[src/include/smcd_pkg.sv]
/*
  Constants for the stepper motion command decoder: bit positions of the two
  command words, field widths and reset values.
  Assumes a single 50 MHz clock and a synchronous active-high reset.
*/
// Overview of operation
// - a command starts only on a 0-to-1 change of its bit, never when held
// - bit 14 edge loads the encoder counter with the signed target position
// - bit 13 edge launches the stored multi-segment sequence
// - option bit 9 picks blended (0) or dwell (1) sequence, dwell from word 9
// - option bit 4 sets blended sequence direction, 0 clockwise, 1 counter-clockwise
// - bit 10 edge clears command errors and move-done, not config error or lost
// - bit 9 edge loads motor position from target or scaled encoder per option 13
// - any motor position load clears position-lost, and move-done unless a move ends in that cycle
// - bit 8 edge starts continuous ccw run, bit 7 edge starts it cw
// - option bit 7 makes a continuous run a registration run
// - bit 6 edge starts origin search ccw first, bit 5 cw first
// - bit 4 edge halts at once; position lost only if moving or paused
// - bit 2 edge pauses the active move, ramping down then stopping
// - bit 3 edge continues a paused move to completion
// - starting another move while paused discards the paused move
// - bit 1 edge starts an offset move from current parameters
// - bit 0 edge starts a target move from current parameters
// - option bit 15 enables motor current, refused under configuration error
// - with network proximity in use, home input counts only while option bit 11 is 1
// - option bit 8 defers a move commanded while idle or pending until an indexed-start input rising edge
package smcd_pkg;
  localparam int W_WORD = 16;
  localparam int W_POS  = 32;
  localparam logic [15:0] RST_WORD = 16'h0000;
  localparam logic [31:0] RST_POS  = 32'h0000_0000;
  // trigger word bit positions
  localparam int B_TARGET   = 0;
  localparam int B_OFFSET   = 1;
  localparam int B_PAUSE    = 2;
  localparam int B_CONTINUE = 3;
  localparam int B_HALT     = 4;
  localparam int B_ORG_CW   = 5;
  localparam int B_ORG_CCW  = 6;
  localparam int B_RUN_CW   = 7;
  localparam int B_RUN_CCW  = 8;
  localparam int B_LOAD_POS = 9;
  localparam int B_CLEAR    = 10;
  localparam int B_SEQ      = 13;
  localparam int B_LOAD_ENC = 14;
  localparam int B_MODE     = 15;
  // option word bit positions
  localparam int O_REVERSE  = 4;
  localparam int O_REGISTER = 7;
  localparam int O_INDEXED  = 8;
  localparam int O_DWELL    = 9;
  localparam int O_PROX     = 11;
  localparam int O_SOURCE   = 13;
  localparam int O_ENABLE   = 15;
  localparam logic [15:0] OPT_RESERVED = 16'h5440;
  // trigger bits that start a move
  localparam logic [15:0] MOVE_MASK = 16'h21e3;
  // run_cnt value that ends a move without motion_done_i, after RUN_CYCLES+1 cycles; stands in for the profile generator's end
  localparam int RUN_CYCLES = 64;
  typedef enum logic [1:0] {
    SMCD_IDLE    = 2'b00,
    SMCD_PENDING = 2'b01,
    SMCD_MOVING  = 2'b10,
    SMCD_PAUSED  = 2'b11
  } smcd_state_t;
endpackage : smcd_pkg

[src/hdl/smcd_edge.sv]
/*
  Per-bit rising edge detector across process-data updates.
  Assumes update_i is a one-cycle pulse in the sys_clk_i domain.
*/
`timescale 1ns/10ps
`default_nettype none
module smcd_edge
  import smcd_pkg::*;
#(
  parameter int WIDTH = 16
) (
  input  wire logic             sys_clk_i,
  input  wire logic             srst_i,
  input  wire logic             update_i,
  input  wire logic [WIDTH-1:0] word_i,
  output logic      [WIDTH-1:0] rise_o
);
  logic [WIDTH-1:0] prev;

  always_ff @(posedge sys_clk_i) begin
    if (srst_i) begin
      prev <= '0;
    end else if (update_i) begin
      prev <= word_i;
    end
  end

  genvar g;
  generate
    for (g = 0; g < WIDTH; g++) begin : g_bit
      // one pulse per update only, so a held bit cannot retrigger
      assign rise_o[g] = update_i & word_i[g] & ~prev[g];
    end
  endgenerate
endmodule : smcd_edge
`default_nettype wire

[src/hdl/smcd_top.sv]
/*
  Stepper motion command decoder: decodes the trigger and option words of each
  process-data update into one-cycle action strobes and status flags.
  Assumes update_i marks a fresh pair of words from the fieldbus logic on the
  same clock; home and indexed-start pins are asynchronous.
*/
`timescale 1ns/10ps
`default_nettype none
module smcd_top
  import smcd_pkg::*;
#(
  parameter int RUN_LEN = RUN_CYCLES
) (
  input  wire logic        sys_clk_i,
  input  wire logic        srst_i,
  input  wire logic        update_i,
  input  wire logic [15:0] trigger_word_i,
  input  wire logic [15:0] option_word_i,
  input  wire logic [31:0] target_position_i,
  input  wire logic [31:0] encoder_scaled_i,
  input  wire logic [15:0] dwell_ms_i,
  input  wire logic        config_error_i,
  input  wire logic        prox_in_use_i,
  input  wire logic        home_pin_i,
  input  wire logic        index_pin_i,
  input  wire logic        motion_done_i,
  output logic             target_motion_o,
  output logic             offset_motion_o,
  output logic             motion_pause_o,
  output logic             paused_motion_continue_o,
  output logic             halt_o,
  output logic             origin_search_cw_o,
  output logic             origin_search_ccw_o,
  output logic             continuous_run_cw_o,
  output logic             continuous_run_ccw_o,
  output logic             registration_o,
  output logic             stored_sequence_launch_o,
  output logic             sequence_dwell_o,
  output logic             sequence_reverse_o,
  output logic [15:0]      dwell_ms_o,
  output logic             discard_paused_o,
  output logic             fault_clear_o,
  output logic [31:0]      encoder_count_o,
  output logic [31:0]      motor_position_o,
  output logic             motor_current_en_o,
  output logic             home_event_o,
  output logic             command_error_o,
  output logic             move_done_o,
  output logic             position_lost_o,
  output logic [1:0]       motion_state_o
);
  logic [15:0]  rise;
  logic         opt_bad;
  logic         multi;
  logic         accept;
  logic [15:0]  act;
  logic [15:0]  held_act;
  logic [15:0]  held_opt;
  logic [15:0]  next_act;
  logic [15:0]  next_opt;
  logic         start_go;
  logic         moving;
  logic [2:0]   home_sync;
  logic [2:0]   index_sync;
  logic         home_lvl;
  logic         index_lvl;
  logic         index_rise;
  smcd_state_t  state;
  logic [$clog2(RUN_LEN+1)-1:0] run_cnt;

  smcd_edge #(
    .WIDTH(W_WORD)
  ) u_edge (
    .sys_clk_i(sys_clk_i),
    .srst_i   (srst_i),
    .update_i (update_i),
    .word_i   (trigger_word_i),
    .rise_o   (rise)
  );

  // the master keeps bit 15 low; a high bit means configuration data, not ours
  assign opt_bad = |(option_word_i & OPT_RESERVED);
  // more than one edge per update is refused rather than guessed at
  assign multi   = (rise & (rise - 16'h0001)) != 16'h0000;
  assign accept  = update_i & ~trigger_word_i[B_MODE] & ~opt_bad & ~multi;
  assign act     = accept ? rise : 16'h0000;

  // pin synchronisers: change counts once stages two and three agree
  always_ff @(posedge sys_clk_i) begin
    if (srst_i) begin
      home_sync  <= 3'b000;
      index_sync <= 3'b000;
      home_lvl   <= 1'b0;
      index_lvl  <= 1'b0;
    end else begin
      home_sync  <= {home_sync[1:0], home_pin_i};
      index_sync <= {index_sync[1:0], index_pin_i};
      if (home_sync[1] == home_sync[2]) begin
        home_lvl <= home_sync[2];
      end
      if (index_sync[1] == index_sync[2]) begin
        index_lvl <= index_sync[2];
      end
    end
  end

  logic home_q;
  logic index_q;
  always_ff @(posedge sys_clk_i) begin
    if (srst_i) begin
      home_q  <= 1'b0;
      index_q <= 1'b0;
    end else begin
      home_q  <= home_lvl;
      index_q <= index_lvl;
    end
  end
  assign index_rise = index_lvl & ~index_q;

  // home rising edges pass unless network proximity is in use and the proximity bit is low
  always_ff @(posedge sys_clk_i) begin
    if (srst_i) begin
      home_event_o <= 1'b0;
    end else begin
      home_event_o <= (home_lvl & ~home_q) &
                      (~prox_in_use_i | option_word_i[O_PROX]);
    end
  end

  // a move with the indexed bit, commanded while idle or pending, waits for the indexed-start pin
  always_comb begin
    next_act = act;
    next_opt = option_word_i;
    start_go = 1'b0;
    if ((act & MOVE_MASK) != 16'h0000 && option_word_i[O_INDEXED]) begin
      next_act = 16'h0000;
    end else if (state == SMCD_PENDING && index_rise) begin
      next_act = held_act;
      next_opt = held_opt;
      start_go = 1'b1;
    end else if ((act & MOVE_MASK) != 16'h0000) begin
      start_go = 1'b1;
    end
  end

  always_ff @(posedge sys_clk_i) begin
    if (srst_i) begin
      held_act <= RST_WORD;
      held_opt <= RST_WORD;
    end else if ((act & MOVE_MASK) != 16'h0000 && option_word_i[O_INDEXED]) begin
      held_act <= act;
      held_opt <= option_word_i;
    end
  end

  // action strobes, one cycle each
  always_ff @(posedge sys_clk_i) begin
    if (srst_i) begin
      target_motion_o          <= 1'b0;
      offset_motion_o          <= 1'b0;
      motion_pause_o           <= 1'b0;
      paused_motion_continue_o <= 1'b0;
      halt_o                   <= 1'b0;
      origin_search_cw_o       <= 1'b0;
      origin_search_ccw_o      <= 1'b0;
      continuous_run_cw_o      <= 1'b0;
      continuous_run_ccw_o     <= 1'b0;
      stored_sequence_launch_o <= 1'b0;
      fault_clear_o            <= 1'b0;
      discard_paused_o         <= 1'b0;
    end else begin
      target_motion_o          <= next_act[B_TARGET];
      offset_motion_o          <= next_act[B_OFFSET];
      motion_pause_o           <= act[B_PAUSE] & moving;
      paused_motion_continue_o <= act[B_CONTINUE] & (state == SMCD_PAUSED);
      halt_o                   <= act[B_HALT];
      origin_search_cw_o       <= next_act[B_ORG_CW];
      origin_search_ccw_o      <= next_act[B_ORG_CCW];
      continuous_run_cw_o      <= next_act[B_RUN_CW];
      continuous_run_ccw_o     <= next_act[B_RUN_CCW];
      stored_sequence_launch_o <= next_act[B_SEQ];
      fault_clear_o            <= act[B_CLEAR];
      discard_paused_o         <= start_go & (state == SMCD_PAUSED);
    end
  end

  // move qualifiers, latched with the move so they stay valid while it runs
  always_ff @(posedge sys_clk_i) begin
    if (srst_i) begin
      registration_o     <= 1'b0;
      sequence_dwell_o   <= 1'b0;
      sequence_reverse_o <= 1'b0;
      dwell_ms_o         <= RST_WORD;
    end else if (start_go) begin
      // registration only qualifies a continuous run, other moves leave it low
      registration_o     <= next_opt[O_REGISTER] &
                            (next_act[B_RUN_CW] | next_act[B_RUN_CCW]);
      sequence_dwell_o   <= next_opt[O_DWELL];
      sequence_reverse_o <= next_opt[O_REVERSE] & ~next_opt[O_DWELL];
      dwell_ms_o         <= dwell_ms_i;
    end
  end

  // position loads
  always_ff @(posedge sys_clk_i) begin
    if (srst_i) begin
      encoder_count_o  <= RST_POS;
      motor_position_o <= RST_POS;
    end else begin
      if (act[B_LOAD_ENC]) begin
        encoder_count_o <= target_position_i;
      end
      if (act[B_LOAD_POS]) begin
        motor_position_o <= option_word_i[O_SOURCE] ? encoder_scaled_i
                                                    : target_position_i;
      end
    end
  end

  // driver current follows the option bit, blocked by a configuration error
  always_ff @(posedge sys_clk_i) begin
    if (srst_i) begin
      motor_current_en_o <= 1'b0;
    end else if (update_i) begin
      motor_current_en_o <= option_word_i[O_ENABLE] & ~config_error_i;
    end else if (config_error_i) begin
      motor_current_en_o <= 1'b0;
    end
  end

  // motion tracking: moving ends on motion_done_i or after RUN_LEN+1 cycles, once run_cnt reaches RUN_LEN
  assign moving = (state == SMCD_MOVING);
  always_ff @(posedge sys_clk_i) begin
    if (srst_i) begin
      state   <= SMCD_IDLE;
      run_cnt <= '0;
    end else begin
      unique case (state)
        SMCD_IDLE: begin
          if (start_go) begin
            state   <= SMCD_MOVING;
            run_cnt <= '0;
          end else if ((act & MOVE_MASK) != 16'h0000) begin
            state <= SMCD_PENDING;
          end
        end
        SMCD_PENDING: begin
          if (act[B_HALT]) begin
            state <= SMCD_IDLE;
          end else if (start_go) begin
            state   <= SMCD_MOVING;
            run_cnt <= '0;
          end
        end
        SMCD_MOVING: begin
          if (act[B_HALT]) begin
            state <= SMCD_IDLE;
          end else if (act[B_PAUSE]) begin
            state <= SMCD_PAUSED;
          end else if (start_go) begin
            run_cnt <= '0;
          end else if (motion_done_i || run_cnt == RUN_LEN[$bits(run_cnt)-1:0]) begin
            state <= SMCD_IDLE;
          end else begin
            run_cnt <= run_cnt + 1'b1;
          end
        end
        SMCD_PAUSED: begin
          if (act[B_HALT]) begin
            state <= SMCD_IDLE;
          end else if (start_go || act[B_CONTINUE]) begin
            state   <= SMCD_MOVING;
            run_cnt <= '0;
          end
        end
      endcase
      if (state == SMCD_IDLE && (act & MOVE_MASK) != 16'h0000 && !start_go) begin
        state <= SMCD_PENDING;
      end
    end
  end
  assign motion_state_o = state;

  // status flags; set wins over clear
  logic done_set;
  assign done_set = moving & (motion_done_i | run_cnt == RUN_LEN[$bits(run_cnt)-1:0]);
  always_ff @(posedge sys_clk_i) begin
    if (srst_i) begin
      move_done_o     <= 1'b0;
      position_lost_o <= 1'b0;
      command_error_o <= 1'b0;
    end else begin
      if (done_set) begin
        move_done_o <= 1'b1;
      end else if (act[B_CLEAR] || act[B_LOAD_POS]) begin
        move_done_o <= 1'b0;
      end
      if (act[B_HALT] && state != SMCD_IDLE && state != SMCD_PENDING) begin
        position_lost_o <= 1'b1;
      end else if (act[B_LOAD_POS]) begin
        position_lost_o <= 1'b0;
      end
      if (update_i && rise != 16'h0000 && (opt_bad || multi)) begin
        command_error_o <= 1'b1;
      end else if (act[B_CLEAR]) begin
        command_error_o <= 1'b0;
      end
    end
  end

  a_edge_once: assert property (@(posedge sys_clk_i) disable iff (srst_i)
    halt_o |=> !halt_o) else $error("halt strobe longer than one cycle");
  a_enc_load: assert property (@(posedge sys_clk_i) disable iff (srst_i)
    act[B_LOAD_ENC] |=> encoder_count_o == $past(target_position_i))
    else $error("encoder count not loaded");
  a_pos_src: assert property (@(posedge sys_clk_i) disable iff (srst_i)
    act[B_LOAD_POS] && option_word_i[O_SOURCE] |=> motor_position_o == $past(encoder_scaled_i))
    else $error("motor position not taken from encoder");
  a_pos_flags: assert property (@(posedge sys_clk_i) disable iff (srst_i)
    act[B_LOAD_POS] && !done_set |=> !move_done_o && !position_lost_o)
    else $error("flags not cleared by position load");
  a_halt_lost: assert property (@(posedge sys_clk_i) disable iff (srst_i)
    act[B_HALT] && state == SMCD_IDLE && !position_lost_o |=> !position_lost_o)
    else $error("position lost set while idle");
  a_cur_block: assert property (@(posedge sys_clk_i) disable iff (srst_i)
    config_error_i |=> !motor_current_en_o) else $error("current enabled under error");
  a_resv_err: assert property (@(posedge sys_clk_i) disable iff (srst_i)
    update_i && opt_bad && rise != 16'h0000 |=> command_error_o && !target_motion_o)
    else $error("reserved bit update executed");
  a_index_wait: assert property (@(posedge sys_clk_i) disable iff (srst_i)
    act[B_TARGET] && option_word_i[O_INDEXED] |=> !target_motion_o)
    else $error("indexed move started early");
  a_pause_go: assert property (@(posedge sys_clk_i) disable iff (srst_i)
    state == SMCD_MOVING && act[B_PAUSE] && !act[B_HALT] |=> motion_pause_o ##0 state == SMCD_PAUSED)
    else $error("pause not taken");
endmodule : smcd_top
`default_nettype wire

[config.mk]
export PLATFORM = sky130hd
export DESIGN_NAME = smcd_top
export DESIGN_NICKNAME = d
export VERILOG_FILES = /design/src/include/smcd_pkg.sv /design/src/hdl/smcd_edge.sv /design/src/hdl/smcd_top.sv
export SDC_FILE = /design/constraint.sdc
export NUM_CORES = 1
export LEC_CHECK = 0
export ABC_CLOCK_PERIOD_IN_PS = 3300
export BUFFER_PORTS_ARGS = -buffer_cell sky130_fd_sc_hd__buf_4
export CORE_UTILIZATION = 40
export DETAILED_ROUTE_END_ITERATION = 10
export PLACE_DENSITY = 0.66
export SLEW_MARGIN = 20
export SYNTH_ARGS = -nofsm -noshare
export SYNTH_HDL_FRONTEND = slang
export SYNTH_SLANG_ARGS = --single-unit
[constraint.sdc]
create_clock -name sys_clk_i -period 3.3 [get_ports sys_clk_i]
set_input_delay 0.165 -clock sys_clk_i [delete_from_list [all_inputs] [get_ports sys_clk_i]]
set_output_delay 0.165 -clock sys_clk_i [all_outputs]
set_load 0.005 [all_outputs]
# After elaboration in Yosys (flattened, before gate mapping)
# Index checks and enable logic that the tools add are counted.
# Widths: inputs -> output; s select.
[totals]
regBits = 159
latch_bits = 0
ramBits = 0
rom_bits = 0
in_bits = 120
output_inout_bits = 102
word_cells = 199
n_memories = 0
[classes]
addsub = 2
n_mul = 0
div = 0
n_lt_le_gt_ge = 0
n_eq_ne = 23
shift = 0
n_mux = 38
bitwise = 73
reduce_logical = 28
[op_table]
columns = ["operator", "n"]
rows = [
  ["$mux 7", 8],
  ["$reduce_bool 16->1", 3],
  ["$and 1x1->1", 45],
  ["$mux 32", 1],
  ["$pmux 7 s4", 1],
  ["$not 1->1", 24],
  ["$mux 10", 2],
  ["$mux 2", 10],
  ["$and 16x16->16", 1],
  ["$sub 16x1->16 const B", 1],
  ["$mux 15", 1],
  ["$mux 14", 1],
  ["$mux 1", 12],
  ["$ne 4x3->1 const B", 3],
  ["$reduce_and 5->1", 2],
  ["$reduce_bool 2->1", 5],
  ["$mux 9", 1],
  ["$ne 3x3->1 const B", 3],
  ["$logic_and 1x1->1", 8],
  ["$ne 2x2->1 const B", 4],
  ["$pmux 2 s4", 1],
  ["$add 7x1->7 const B", 1],
  ["$eq 7x7->1 const B", 1],
  ["$reduce_and 6->1", 1],
  ["15 further kinds", 24],
]

# Logic depth before layout (Yosys ltp)
[depth]
depth_word = 17
depth_mapped = 12
mapped_depth_nobuf = 8

# By module
# A second synthesis with hierarchy kept.
[unflattened]
cells_unflattened = 708
area_unflattened_um2 = 6391.1
[by_module_without_submodules]
columns = ["mod", "n_inst", "cells_per_inst", "area_each_um2", "seq_area_each_um2"]
rows = [
  ["smcd_top", 1, 637, 5650.4, 2582.5],
  ["smcd_edge", 1, 71, 740.7, 320.3],
]

# Worst setup path after synthesis
# No wires, ideal clock.
[synth_timing]
path_kind = "register -> register"
startpoint = "register u_edge.prev[0]"
endpoint = "register run_cnt[0]"
arrival_ns = 2.616
required_time_ns = 3.177
slack_ns = 0.560
stages_incl_launch_ff = 13
path_buffers = 4
path_cell_list = "dfxtp_1 nor2b_4 buf_6 nor4_4 a41oi_1 or3b_1 or2_1 buf_6 or4_1 buf_2 buf_6 nand4_1 o211ai_2"
[synth_between]
elab_chain_len = 16
elab_cells_between_ends = 27
[synth_lines]
columns = ["element", "line_no", "rtl"]
rows = [
  ["start: declaration", "smcd_edge.sv:18", "logic [WIDTH-1:0] prev;"],
  ["start signal: assignment", "smcd_edge.sv:24", "prev <= word_i;"],
  ["$not 1->1 *", "smcd_edge.sv:32", "assign rise_o[g] = update_i & word_i[g] & ~prev[g];"],
  ["$and 1x1->1 *", "smcd_edge.sv:32", ""],
  ["$sub 16x1->16", "smcd_top.sv:84", "assign multi = (rise & (rise - 16'h0001)) != 16'h0000;"],
  ["$and 16x16->16", "smcd_top.sv:84", ""],
  ["$reduce_bool 16->1", "smcd_top.sv:84", ""],
  ["$not 1->1", "smcd_top.sv:85", "assign accept = update_i & ~trigger_word_i[B_MODE] & ~opt_bad & ~multi;"],
  ["$and 1x1->1", "smcd_top.sv:85", ""],
  ["$mux 15 *", "smcd_top.sv:86", "assign act = accept ? rise : 16'h0000;"],
  ["$reduce_bool 16->1", "smcd_top.sv:135, smcd_top.sv:141", ""],
  ["$mux 1", "smcd_top.sv:141", "end else if ((act & MOVE_MASK) != 16'h0000) begin"],
  ["$mux 1", "smcd_top.sv:137", "end else if (state == SMCD_PENDING && index_rise) begin"],
  ["$mux 1", "smcd_top.sv:135", "if ((act & MOVE_MASK) != 16'h0000 && option_word_i[O_INDEXED]) begin"],
  ["$mux 7", "smcd_top.sv:260", "end else if (start_go) begin"],
  ["$mux 7", "smcd_top.sv:258", "end else if (act[B_PAUSE]) begin"],
  ["$mux 7", "smcd_top.sv:256", "if (act[B_HALT]) begin"],
  ["$pmux 7 s4", "smcd_top.sv:238", "unique case (state)"],
  ["end signal: assignment", "smcd_top.sv:265", "run_cnt <= run_cnt + 1'b1;"],
  ["end: declaration", "smcd_top.sv:69", "logic [$clog2(RUN_LEN+1)-1:0] run_cnt;"],
]
# Mark *: on every way between the ends. The rest lies on a longest branch, timed or not. The select of a mux whose other input is x is not followed.
# A chain may end at the register's enable or synchronous reset.

# Final worst setup path
[layout_timing]
startpoint = "input trigger_word_i[1]"
endpoint = "register run_cnt[0]"
[layout_between]
elab_chain_len = 16
elab_cells_between_ends = 27
[layout_lines]
columns = ["element", "line_no", "rtl"]
rows = [
  ["start: declaration", "smcd_top.sv:17", "input wire logic [15:0] trigger_word_i,"],
  ["$and 1x1->1 * (2 in series)", "smcd_edge.sv:32", ""],
  ["$sub 16x1->16", "smcd_top.sv:84", ""],
  ["$and 16x16->16", "smcd_top.sv:84", ""],
  ["$reduce_bool 16->1", "smcd_top.sv:84", ""],
  ["$not 1->1", "smcd_top.sv:85", ""],
  ["$and 1x1->1", "smcd_top.sv:85", ""],
  ["$mux 15 *", "smcd_top.sv:86", ""],
  ["$reduce_bool 16->1", "smcd_top.sv:135, smcd_top.sv:141", ""],
  ["$mux 1", "smcd_top.sv:141", ""],
  ["$mux 1", "smcd_top.sv:137", ""],
  ["$mux 1", "smcd_top.sv:135", ""],
  ["$mux 7", "smcd_top.sv:260", ""],
  ["$mux 7", "smcd_top.sv:258", ""],
  ["$mux 7", "smcd_top.sv:256", ""],
  ["$pmux 7 s4", "smcd_top.sv:238", ""],
]
# Marks and branches as above.

==> run summary <==
Global placer's final weighted congestion - 0.823
Syn_area_per_cell - 8.48 sq um
Post-Syn Area - 6470 sq um
Clk_skew - 0.00792 ns
Total number of vias - 6397
LEAKAGE - 3.78 nW
Min cycle time layout - 3.19 ns
Largest net degree at the start of global routing - 79
First-pass detailed-route iteration total - 5
Congestion Overflow GR - 0
Fmax - 0.313 GHz
Synthesized net count - 885
Layout area overhead - 42.9%
Hold Crit Class - primary input to flop
Final Hold Vio Count - 0
Fraction of layout cells with a size suffix above 1 - 29.1%
Most frequent cells in the layout - 238 x buf_4, 145 x dfxtp_1, 107 x nand2_1, 73 x a21oi_1, 62 x nor2_1
Clk buf depth - 2
Number of global-route vias before repair - 6104
Ys async rst share - 0%
Inserted Diodes - 0
Setup crit start kind - primary input
Storage element area - 2900 sq um
Drt initial violations - 416
CTS tree - built
IO Pins - 222
Top FF cell, synth - dfxtp_1
DRT Wirelength - 19.2 mm
Post-layout net count - 1113
Arrival @ worst endpoint - 3.53 ns
Residual DRC - 0
Power per Cell Area - 453 nW/um^2
Family with the most delay on the worst path - simple AND/OR/NAND/NOR gates
Maxcap violations - 0
Mapped Cells - 763
GRT Util Overall - 23.2%
Setup violators final - 0
Yosys warning total - 0
Pins Over Slew Limit - 0
Die width - 129 um
Post-synth cell types - 64
Final Non-Filler Cells - 1219
Worst-skew pair later-pin latency - 0.41 ns
Area taken by multi-input logic gates - 3290 sq um
Buffers & Inverters on Critical Path - 3
Clock Sinks - 145
CP peak stage delay - 0.54 ns
Count of flip-flops with a built-in enable after synthesis - 0
I/O Buffers - 216
Antenna violations before repair - 0
Data required, critical path - 3.64 ns
Core box area - 15800 sq um
Num CTS Buffers - 17
Initial Utilization - 40.9%
Seq cells post-synth - 145
Cells after DPL - 1158
Worst slew pin tran - 0.854 ns
Vias/cell - 5.25
Period utilization - 96.7%
H-tree levels - 4
Die ar. - 16700 sq um
Register area share after synthesis - 44.9%
First-pass GRT wire length - 30.7 mm
Slew headroom - 43.1%
Root buffer cell - clkbuf_16
Worst vdd rail ir drop - 450 uV
Die H - 129 um
DPL Wire Length - 13.2 mm
CP max FO - 16
Crit path cell chain - dlygate4sd3_1 > buf_4 > nor2b_2 > nor4_4 > a41oi_2 > or3b_1 > or2_1 > buf_12 > o31a_1 > or3_4 > o211ai_2
Crit path capture type - flop
Fill cells - 1451
Commonest non-fill, non-tap cell in the layout - buf_4
Status - finished clean
Crit Path Class - primary input to flop
Placed cell areas - 8290 sq um
Row Count - 46
Design Area, Final - 9250 sq um
RSZ-0062 raised after global routing - no
Post-route setup TNS - 0 ns
CP max stage cell - dlygate4sd3_1
WL per Instance - 15.8 um
Worst-path clk slew - 0.06 ns
ANT nets after route - 0
[repair_timing]
action	CTS	global route
gates resized for setup	0	8
endpoints found under the setup margin	0	38
buffers inserted	0	1
hold endpoints to repair	29	0
hold buffers	29	0
[final cells by class]
type	instances	area share [%]
Clock buffer	18	4.75
Timing Repair Buffer	269	22.9
Multi-Input combinational cell	545	35.5
Tap cell	216	2.92
Clock inverter	13	2.02
Sequential cell	145	31.4
Inverter	13	0.528
[tightest hold or removal path: stages]
cell and delay (ns):
buf_4 0.08, mux2i_1 0.06, nor2_1 0.08
[path summary, 6_finish.rpt]
check,to,depth (start not counted),slack (ns),start
worst min register to register,home_event_o,1,0.38,home_q
worst max-delay path,run_cnt[0],11,0.11,trigger_word_i[1]
worst min-delay path,u_edge.prev[7],3,0.01,trigger_word_i[7]
worst max register to register,run_cnt[0],9,0.28,u_edge.prev[6]
[synth_stat cells, types with 3 or more instances]
cell	number	area [sq um]
a22oi_1	6	45.0
clkbuf_1	44	165
nand4_1	6	37.5
nor2_1	62	233
a21oi_1	73	365
mux2i_1	49	490
nor4_4	3	63.8
o21ai_0	32	160
and3_1	3	18.8
nor3_1	14	70.1
buf_2	8	40.0
or2_2	3	18.8
a31oi_1	7	43.8
nand2b_1	6	37.5
nor2b_1	25	156
o32ai_1	3	26.3
dfxtp_1	145	2900
inv_1	13	48.8
nor4_1	6	37.5
a311oi_1	4	35.0
buf_6	6	67.6
or3_1	4	25.0
nand3_1	37	185
nand2_1	108	405
o31ai_1	3	22.5
a211oi_1	33	248
o311a_1	3	30.0
o22ai_1	7	43.8
[stage by stage]
step | setup slack, ns | util (%) | hold slack, ns | power [mW]
3_5_place_dp | 0.153 | 52.3 | 0.332 | 2.15
4_1_cts | 0.0413 | 58.1 | 0.000777 | 4.22
6_report | 0.107 | 58.4 | 0.0122 | 4.19
5_1_grt | 0.0121 | 58.4 | 0.0136 | 4.33
3_3_place_gp | 0.195 | 52.3 | 0.331 | 2.15
2_1_floorplan | 0.560 | - | 0.244 | 1.99
[metal layers]
metal | vias to the layer above | track usage [%] | part of all wire [%]
li1 | 3182 | - | -
met1 | 2949 | 30.0 | 44
met2 | 233 | 36.9 | 46
met3 | 33 | 6.28 | 7.0
met4 | 0 | 8.86 | 2.2
met5 | - | 0 | 0
[cells by family after synthesis]
kind of cell | Yosys count | share of synthesized area, %
muxes | 49 | 7.58
adders and majority gates | 2 | 0.387
and+or+nand+nor | 298 | 22.9
DFF | 145 | 44.9
buffers and inverters | 73 | 5.09
AOI/OAI and AO/OA | 196 | 19.2
[registers in the layout (all words and copies together) (netlist names), 2 cells and up]
name              flops
held_opt              3
held_act              7
motion_state_o        2
index_sync            3
u_edge.prev          16
motor_position_o     32
dwell_ms_o           16
home_sync             3
run_cnt               7
encoder_count_o      32
[where the power goes]
| part | internal (mW) | switching (mW) |
|---|---|---|
| Combinational | 0.189 | 0.184 |
| Sequential | 1.77 | 0.0113 |
| Clock | 1.28 | 0.759 |
No activity file was read; power rests on OpenSTA's default activity.
